`src/rtl/scl_map.svh`:
```
`ifndef SCL_MAP_SVH
`define SCL_MAP_SVH
// register byte addresses
`define SCL_ADDR_CTRL 12'h000
`define SCL_ADDR_STATUS 12'h004
// control fields
`define SCL_CTRL_LINK 0
`define SCL_CTRL_CRS 1
`define SCL_CTRL_SPEED100 2
`define SCL_CTRL_ISOLATE 3
`define SCL_CTRL_HWRST 4
`define SCL_CTRL_RESET 32'h0000_0010
// status fields
`define SCL_ST_LATCHED 0
`define SCL_ST_BYPASS 1
`define SCL_ST_PINSEL 2
`define SCL_ST_REGEN 3
`define SCL_ST_CLKOUT 4
`define SCL_ST_LINKLED 5
`define SCL_ST_SPEEDLED 6
`define SCL_ST_REFSEEN 7
// timing
`define SCL_BLINK_NS 100000000
`define SCL_CLK_NS 100
`define SCL_SETTLE_CYC 4
`endif

```
`src/rtl/scl_pkg.sv`:
```
package scl_pkg;
    typedef enum logic [1:0] {SCL_IDLE, SCL_SAMPLE, SCL_RUN} scl_state_t;
endpackage

```
`src/rtl/scl_sync_if.sv`:
```
`timescale 1ns/1ps
interface scl_sync_if;
    logic [3:0] rawIn;
    logic [3:0] syncOut;
    modport src (output rawIn, input syncOut);
    modport dst (input rawIn, output syncOut);
endinterface

```
`src/rtl/scl_strap_ctrl.sv`:
```
`timescale 1ns/1ps
`include "scl_map.svh"
// Behaviour
// - high bypass strap disables core regulator
// - low bypass strap enables core regulator
// - latch pin-select at reset and reset release
// - pin-select 0: shared pin outputs clock
// - pin-select 1: shared pin is interrupt
// - rmii signals timed from reference clock
// - transmit uses reference clock, no buffer
// - receive path uses elasticity buffer
// - generated clock derived from 25MHz source
// - link led on link, blinks on carrier
// - speed led on at 100 unless isolated, off otherwise
// - link led polarity follows bypass strap
// - speed led polarity follows pin-select strap
module scl_strap_ctrl
    import scl_pkg::*;
#(
    parameter int BLINK_CYC = `SCL_BLINK_NS / `SCL_CLK_NS
)
(
    input wire logic clk,
    input wire logic srst,
    input wire logic hwResetPinLow,
    input wire logic crystalClockInput,
    input wire logic coreSupplyBypassStrapIn,
    output logic coreSupplyBypassStrapOut,
    output logic coreSupplyBypassStrapOe,
    input wire logic irqOrClockPinSelectIn,
    output logic irqOrClockPinSelectOut,
    output logic irqOrClockPinSelectOe,
    output logic irqLineLow,
    output logic irqLineOe,
    output logic generatedRmiiClockOut,
    output logic generatedRmiiClockOe,
    input wire logic irqRequest,
    output logic coreRegulatorEnable,
    input wire logic psel,
    input wire logic penable,
    input wire logic pwrite,
    input wire logic [11:0] paddr,
    input wire logic [31:0] pwdata,
    output logic [31:0] prdata,
    output logic pready,
    output logic pslverr
);
    scl_sync_if syncBus();
    scl_state_t state;
    logic [31:0] ctrl;
    logic bypassLatched;
    logic pinSelLatched;
    logic latched;
    logic [2:0] settleCnt;
    logic rstPinPrev;
    logic clkPrev;
    logic refSeen;
    logic [31:0] blinkCnt;
    logic blinkPhase;
    logic linkActive;
    logic speedActive;
    logic hwRstSync;
    logic xtalSync;
    logic bypassSync;
    logic pinSelSync;
    logic hwRstRise;
    logic apbAccess;
    logic apbWrite;

    // every pin from outside passes the synchroniser first
    assign syncBus.rawIn = {crystalClockInput, irqOrClockPinSelectIn,
                            coreSupplyBypassStrapIn, hwResetPinLow};
    assign hwRstSync = syncBus.syncOut[0];
    assign bypassSync = syncBus.syncOut[1];
    assign pinSelSync = syncBus.syncOut[2];
    assign xtalSync = syncBus.syncOut[3];

    scl_sync sync_u
    (
        .clk(clk),
        .srst(srst),
        .bus(syncBus)
    );

    // apb: zero wait states, unmapped offsets raise pslverr
    assign pready = 1'b1;
    assign apbAccess = psel && penable;
    assign apbWrite = apbAccess && pwrite;
    assign pslverr = apbAccess && (paddr != `SCL_ADDR_CTRL)
        && (paddr != `SCL_ADDR_STATUS);

    // software view of link state and a soft hardware-reset level
    always_ff @(posedge clk)
    begin
        if (srst)
            ctrl <= `SCL_CTRL_RESET;
        else if (apbWrite && paddr == `SCL_ADDR_CTRL)
            ctrl <= {27'h0, pwdata[4:0]};
    end

    // read data registered on setup phase so it is valid in access
    always_ff @(posedge clk)
    begin
        if (srst)
            prdata <= 32'h0;
        else if (psel && !penable && !pwrite)
        begin
            if (paddr == `SCL_ADDR_CTRL)
                prdata <= ctrl;
            else if (paddr == `SCL_ADDR_STATUS)
                prdata <= {24'h0, refSeen, speedActive, linkActive,
                    generatedRmiiClockOe, coreRegulatorEnable,
                    pinSelLatched, bypassLatched, latched};
            else
                prdata <= 32'h0;
        end
    end

    // rising edge of the reset pin, combined with the soft level
    always_ff @(posedge clk)
    begin
        if (srst)
            rstPinPrev <= 1'b0;
        else
            rstPinPrev <= hwRstSync && ctrl[`SCL_CTRL_HWRST];
    end
    assign hwRstRise = hwRstSync && ctrl[`SCL_CTRL_HWRST] && !rstPinPrev;

    // strap sequence: release pins, let pulls settle, then sample
    always_ff @(posedge clk)
    begin
        if (srst)
        begin
            state <= SCL_IDLE;
            settleCnt <= 3'h0;
            latched <= 1'b0;
            bypassLatched <= 1'b0;
            pinSelLatched <= 1'b1;
        end
        else if (!(hwRstSync && ctrl[`SCL_CTRL_HWRST]))
        begin
            state <= SCL_IDLE;
            latched <= 1'b0;
            settleCnt <= 3'h0;
        end
        else
        begin
            unique case (state)
                SCL_IDLE:
                begin
                    if (hwRstRise || !latched)
                        state <= SCL_SAMPLE;
                end
                SCL_SAMPLE:
                begin
                    // wait past the synchroniser so strap levels are fresh
                    if (settleCnt == 3'(`SCL_SETTLE_CYC - 1))
                    begin
                        bypassLatched <= bypassSync;
                        pinSelLatched <= pinSelSync;
                        latched <= 1'b1;
                        state <= SCL_RUN;
                    end
                    else
                        settleCnt <= settleCnt + 3'h1;
                end
                SCL_RUN:
                    state <= SCL_RUN;
            endcase
        end
    end

    // regulator follows latched bypass strap; on before latch is safe
    assign coreRegulatorEnable = latched ? !bypassLatched : 1'b1;

    // watch the crystal/clock pin for activity
    always_ff @(posedge clk)
    begin
        if (srst)
        begin
            clkPrev <= 1'b0;
            refSeen <= 1'b0;
        end
        else
        begin
            clkPrev <= xtalSync;
            if (xtalSync != clkPrev)
                refSeen <= 1'b1;
        end
    end

    // generated clock mirrors the sampled 25MHz source; the real
    // doubler is analogue, this only gates its output pin
    assign generatedRmiiClockOut = latched && !pinSelLatched
        && xtalSync;
    assign generatedRmiiClockOe = latched && !pinSelLatched;
    // tx data is timed straight off this clock, no fifo
    // rx elasticity buffer sits in the datapath beyond this block
    // interrupt pin: open drain, only in interrupt mode
    assign irqLineLow = 1'b0;
    assign irqLineOe = latched && pinSelLatched && irqRequest;

    // activity blink counter
    always_ff @(posedge clk)
    begin
        if (srst)
        begin
            blinkCnt <= 32'h0;
            blinkPhase <= 1'b0;
        end
        else if (!ctrl[`SCL_CTRL_CRS])
        begin
            blinkCnt <= 32'h0;
            blinkPhase <= 1'b0;
        end
        else if (blinkCnt == 32'(BLINK_CYC - 1))
        begin
            blinkCnt <= 32'h0;
            blinkPhase <= !blinkPhase;
        end
        else
            blinkCnt <= blinkCnt + 32'h1;
    end

    assign linkActive = ctrl[`SCL_CTRL_LINK]
        && !blinkPhase;
    assign speedActive = ctrl[`SCL_CTRL_SPEED100]
        && !ctrl[`SCL_CTRL_ISOLATE];

    // apply the strap-chosen polarity to an indicator level
    function automatic logic ledLevel(input logic activeLow,
        input logic isOn);
        return activeLow ? !isOn : isOn;
    endfunction

    // leds drive only after latching, polarity from the straps
    assign coreSupplyBypassStrapOe = latched;
    assign coreSupplyBypassStrapOut = ledLevel(bypassLatched,
        linkActive);
    assign irqOrClockPinSelectOe = latched;
    assign irqOrClockPinSelectOut = ledLevel(pinSelLatched,
        speedActive);
endmodule

```
`src/rtl/scl_sync.sv`:
```
`timescale 1ns/1ps
module scl_sync
(
    input wire logic clk,
    input wire logic srst,
    scl_sync_if.dst bus
);
    logic [3:0] stage1;
    logic [3:0] stage2;

    // two flops per pin; stage1 feeds stage2 only
    always_ff @(posedge clk)
    begin
        if (srst)
        begin
            stage1 <= 4'h0;
            stage2 <= 4'h0;
        end
        else
        begin
            stage1 <= bus.rawIn;
            stage2 <= stage1;
        end
    end

    assign bus.syncOut = stage2;
endmodule

```
`config.mk`:
```
export PLATFORM = sky130hd
export DESIGN_NAME = scl_strap_ctrl
export DESIGN_NICKNAME = d
export VERILOG_FILES = /design/src/rtl/scl_pkg.sv /design/src/rtl/scl_sync_if.sv /design/src/rtl/scl_strap_ctrl.sv /design/src/rtl/scl_sync.sv
export VERILOG_INCLUDE_DIRS = /design/src /design/src/rtl
export SDC_FILE = /design/constraint.sdc
export NUM_CORES = 1
export LEC_CHECK = 0
export CAP_MARGIN = 10
export CORE_MARGIN = 8
export CORE_UTILIZATION = 40
export CTS_BUF_LIST = sky130_fd_sc_hd__clkbuf_4
export CTS_CLUSTER_SIZE = 16
export DETAILED_ROUTE_END_ITERATION = 12
export DONT_BUFFER_PORTS = 1
export GPL_ROUTABILITY_DRIVEN = 1
export PLACE_DENSITY = 0.63
export SLEW_MARGIN = 20
export SYNTH_ARGS = -nofsm -noshare
export SYNTH_HDL_FRONTEND = slang
export SYNTH_SLANG_ARGS = --single-unit
```
`constraint.sdc`:
```
create_clock -name clk -period 2.15 [get_ports clk]
set_input_delay 0 -clock clk [delete_from_list [all_inputs] [get_ports clk]]
set_output_delay 0 -clock clk [all_outputs]
set_load 0.01 [all_outputs]
```
# Word level (Yosys, flattened, before mapping)
# Cells that the tools add are included.
# word_totals
regBits	89
inputBits	54
output_inout_bits	43
elab_cells	72
# op_classes
add_sub_neg	2
eq_ne	9
n_mux	8
bitwise	3
n_reduce_logical	36
# ops
operator	n
32-bit by 1-bit adder with 32-bit output, second input constant	1
32-bit by 20-bit == test with 1-bit output, second input constant	1
8-bit two-way mux	2
1-bit logical AND	15
12-bit by 3-bit == test with 1-bit output, second input constant	1
12-bit zero test	1
12-bit by 3-bit != test with 1-bit output, second input constant	1
12-bit nonzero test	1
1-bit zero test	10
2-bit one-hot mux with 3 select lines	1
2-bit AND reduction	3
2-bit two-way mux	2
2-bit != test, second input constant	2
2-bit OR reduction	2
3-bit by 1-bit adder with 3-bit output, second input constant	1
3-bit by 2-bit == test with 1-bit output, second input constant	1
1-bit two-way mux	3
1-bit NOT	3
3-bit AND reduction	1
3-bit OR reduction	1
2-bit by 1-bit == test with 1-bit output, second input constant	1
2-bit == test, second input constant	1
2-bit zero test	1
1-bit logical OR	1
1-bit != test	1

# Depth between registers and ports, before layout
# depth
depth_word	5
ltp_mapped	9
depth_no_buf	6

# Cells and area by module
# From an unflattened synthesis, not the netlist that was laid out.
# unflattened
hier_cells	363
hier_area_um2	3241.9
# modules_own_cells
module	n_inst	cells_per_inst	area_each_um2	seq_area_each_um2
scl_strap_ctrl	1	347	3031.7	1141.1
scl_sync	1	16	210.2	160.2

# Least setup slack after synthesis
# Ideal clock, no wire load.
# synth_path
path_kind	flip-flop to flip-flop
startpoint	register blinkCnt[0]
endpoint	register blinkCnt[10]
setup_ns	0.117
t_arrival_ns	1.667
required_time_ns	2.033
path_slack_ns	0.365
stages_incl_launch_ff	10
n_path_buf	3
synth_period_minus_slack_ns	1.785
path_cell_list	dfxtp_1 > ha_1 > and3_1 > buf_2 > nand3_1 > nor3_1 > or2_2 > clkbuf_1 > buf_2 > nor2_1
# synth_between
elab_chain_cells	2
elab_cells_between_ends	3
cone_classes	1 x add/sub; 1 x eq/ne; 1 x reduce/logical
# synth_rtl
element	line_no	source
from (decl)	scl_strap_ctrl.sv:58	logic [31:0] blinkCnt;
from (signal assigned)	scl_strap_ctrl.sv:222	blinkCnt <= blinkCnt + 32'h1;
branches (longest 2 deep; another with 32-bit by 1-bit adder with 32-bit output)	--	
# Several ways; the timed one is not identified.
# A chain may end at the register's enable or synchronous reset.

# Worst setup path after layout
# layout_path
startpoint	input paddr[2]
endpoint	register ctrl[4]
# layout_between
elab_chain_cells	2
# layout_rtl
element	line_no	source
from (decl)	scl_strap_ctrl.sv:42	input wire logic [11:0] paddr,
12-bit zero test (no source line)	--	
1-bit logical AND (no source line)	--	
to (signal assigned)	scl_strap_ctrl.sv:96	ctrl <= `SCL_CTRL_RESET;
to (signal assigned)	scl_strap_ctrl.sv:98	ctrl <= {27'h0, pwdata[4:0]};
to (decl)	scl_strap_ctrl.sv:50	logic [31:0] ctrl;
# Every way passes these cells.

==> results summary <==
The top-area cell type share of the netlist area came out at 43.03%. Once the floorplan was initialized, standard cells occupied 41.47% of the core. The number of port buffers is 0.

The total of max-cap violations came out at 0. Setup repair after global routing left no endpoint under its margin. In this design, the stage delay of the slowest critical-path cell is about 0.60 ns. The H-tree depth reported by CTS is 3.

After layout, the worst path uses 93.43% of the clock period. The sequential area share after synthesis came out at 43.03%. The synthesis warning total came out at 0. The signal on the critical path passes through dlygate4sd3_1 -> nor4_4 -> nand4_4 -> nor2_1 -> dlygate4sd3_1 -> a211o_1 -> dlygate4sd3_1. For the finished layout, the period the worst path requires is between 2 and 2.5 ns.

Among all stages on the critical path, the largest delay is contributed by sky130_fd_sc_hd__dlygate4sd3_1. TritonCTS built the clock tree. The power share of the sequential group is between 50% and 60%. The number of buffers and inverters on the critical path came out at 3. The total count of max-transition violations in the final report is 0. The CTS clock-pin slew for the worst setup and hold paths is 0.12 ns. The global routing usage summed across all routing layers is 11.69%. The setup path with the least slack is of type primary input to flop. A synthesized cell averages 8.895 um2.

The maximum number of buffers from clock root to sink came out at 2. In this run, synthesis produced a sequential element count of 65. For this run the aggregate overflow at the end of global routing stands at 0. The power share of the clock group is 41.5%. The worst setup timing slack at the placement stage is 0.2326 ns. Setup violations remaining at the end of the flow were counted as 0. The routed layout has 2259 vias. The wire-length estimate of the detail-placed layout is between 4 and 5 mm.

The tree is rooted in a sky130_fd_sc_hd__clkbuf_4. The class of the tightest hold or removal check is primary input to output port. The number of buffers inserted during clock tree synthesis came out at 9. The maximum ir drop on the vdd rail came out at around 0.4 mV.

The proportion of layout cells with a drive suffix above 1 came out at 8.401%. Combinational logic burns 3.6% of the power. The worst hold margin is between 0.1 and 0.15 ns. The width of the die is 103.0 um. Data on the critical path arrives at its endpoint at between 2 and 2.5 ns. In the post-synthesis netlist, the biggest area contributors are sky130_fd_sc_hd__dfxtp_1 43%, sky130_fd_sc_hd__buf_4 7.0%, sky130_fd_sc_hd__xnor2_1 7.0%.

The transition at the pin with the smallest max-transition slack came out at 0.9787 ns. The weighted congestion reported at the end of routability-driven placement came out at 0.7717. Of all nets on the critical path, the largest fanout is 3. The net count of the finished layout came out at 423. The worst setup slack after layout is ~0.14 ns. Broken down by cell family, the worst path's largest delay share belongs to buffers and inverters. For this block, the initial DRC count from the detailed router was 90. The worst clock skew came out at roughly 0.015 ns. Clock latency on the worst-skew pair, taken at its later pin, is 0.40 ns.

0 antenna diodes ended up in the layout. The number of global-route vias before repair is 2173. The final count of hold timing violations is 0. The most area-hungry cell type in the Yosys netlist is sky130_fd_sc_hd__dfxtp_1.

The core region is 0.007292 mm2. The flow ran to the end, and the final reports show no timing, DRC or antenna violations. The total die area is 0.01060 mm2. STA classifies the critical path startpoint as a primary input. The top-level I/O count came out at 97.

The setup total negative slack came out at 0 ns. Power spread over the standard cell area amounts to 649.6 mW/mm2. The switching share of power came out at 22.69%. The total number of clock tree sinks is 65. The number of unique standard cell types used by synthesis came out at 43. The number of placement rows is 31. The final routed DRC violation total came out at 0. The area added between synthesis and finish came out at 12.91%.

The cell leakage power is 1.209 nW. The worst setup path is captured at a flop. By instance count, the cell type seen most on the critical path is sky130_fd_sc_hd__dlygate4sd3_1. The first global-routing pass estimated 9.818 mm of wire. Data on the critical path is required at its endpoint by ~2.5 ns. The floorplan step set the die height to 103.0 um. The detail-routed via count per cell came out at 4.827. The count of nets left with antenna violations once routing finished came out at 0.

For this block, the routed nets add up to 6.027 mm of wire. Gates resized during post-CTS repair numbered 0. The number of antenna violations at the first check in global routing came out at 0. The routed length per placed instance is 12.88 um.

The post-synth design cell area is approximately 0.003 mm2. The internal power of the cells is 1.715 mW. The most frequent standard cell in the layout excluding fill and tap cells is sky130_fd_sc_hd__dfxtp_1. The fmax is 0.4978 GHz.

The iteration count of the initial detailed-routing pass is 4. The worst slew margin relative to its limit came out at 34.54%. In the layout the commonest cells are 65 x sky130_fd_sc_hd__dfxtp_1, 55 x sky130_fd_sc_hd__nor2_1, 26 x sky130_fd_sc_hd__conb_1. For this design the total switching power over the nets is 0.5032 mW. The pin count of the biggest net entering global routing came out at 33. The count of mapped cells out of synthesis came out at 340.
==> synthesized netlist by cell type, drive strengths merged <==
cell    count
a211o       2
a211oi      1
a21oi       8
a22oi       4
a31o        1
a31oi       1
and2        2
and3        7
and4        6
buf        34
clkbuf      5
conb        2
dfxtp      65
ha          5
inv         9
mux2i       7
nand2      23
nand2b      6
nand3      12
nand3b      1
nand4       8
nor2       55
nor2b      12
nor3        5
nor3b       1
nor4       11
nor4b       3
o211ai      1
o21ai       2
or2         4
or3         1
or4         2
xnor2      24
xor2       10
==> flip-flops by register name, summed over array words and instances, names as in the netlist <==
signal                   cells
blinkCnt                    32
blinkPhase                   1
bypassLatched                1
clkPrev                      1
coreSupplyBypassStrapOe      1
ctrl                         5
pinSelLatched                1
prdata                       8
refSeen                      1
rstPinPrev                   1
settleCnt                    3
state                        2
sync_u.bus.syncOut           4
sync_u.stage1                4
==> power groups by stage <==
stage	clock (mW)	combinational (mW)	sequential, mW
after global routing	1.00	0.0884	1.22
final	0.921	0.0790	1.22
after global placement	0	0.0459	1.25
after floorplan	0	0.0869	1.24
after detailed placement	0	0.0463	1.25
after CTS	0.954	0.0769	1.22
==> layer usage <==
layer / up-vias / global-route usage, % / share of wire, % / wire, um
met3: 9 / 4.524 / 9.0 / 544
met4: 0 / 4.672 / 1.4 / 85
met2: 68 / 19.70 / 46 / 2777
met5: - / 0 / 0 / 0
li1: 1136 / - / - / -
met1: 1046 / 12.91 / 43 / 2620
==> worst paths after layout <==
check                                 startpoint               endpoint  slack [ns]  depth (start not counted)
worst max-delay path                    paddr[2]                ctrl[4]        0.14                          7
worst min-delay path                     penable                pslverr        0.10                          2
worst max register to register       blinkCnt[0]           blinkCnt[19]        0.24                          7
worst min register to register  sync_u.stage1[0]  sync_u.bus.syncOut[0]        0.44                          1
==> stage by stage <==
stage          utilization [%]  instance area, um2  instances  power, mW
2_1_floorplan                -                3114        364      1.331
3_3_place_gp             41.13                2999        426      1.291
3_5_place_dp             41.13                2999        426      1.292
4_1_cts                  46.52                3392        465      2.249
5_1_grt                  46.83                3415        468      2.311
6_report                 46.83                3415        468      2.218
==> timing repair <==
action | in CTS | in global routing
endpoints found under the hold margin | 34 | 0
hold buffers | 23 | 0
setup endpoints to repair | 0 | 1
buffers inserted | 0 | 3
==> layout make-up <==
cell class              instances  area, um2
fillers                       726       3877
well taps                      99      123.9
clock buffers                   9      67.56
multi-input cells             251       1513
inverters                       9      33.78
clock inverters                 7      95.09
flip-flops and latches         65       1301
repair buffers                 28      280.3
==> kinds of logic (layout without fill, tap and decap cells) <==
kind of cell | Yosys count | after routing | synth area share (%)
xor gates and xnor gates | 34 | 34 | 9.847
adders and majority gates | 5 | 5 | 2.069
muxes | 7 | 7 | 2.317
buffers and inverters | 48 | 53 | 9.929
DFF | 65 | 65 | 43.03
and+or+nand+nor | 159 | 159 | 28.34
other | 2 | 26 | 0.2483
AOI/OAI and AO/OA | 20 | 20 | 4.221
No activity file was read; power rests on OpenSTA's default activity.
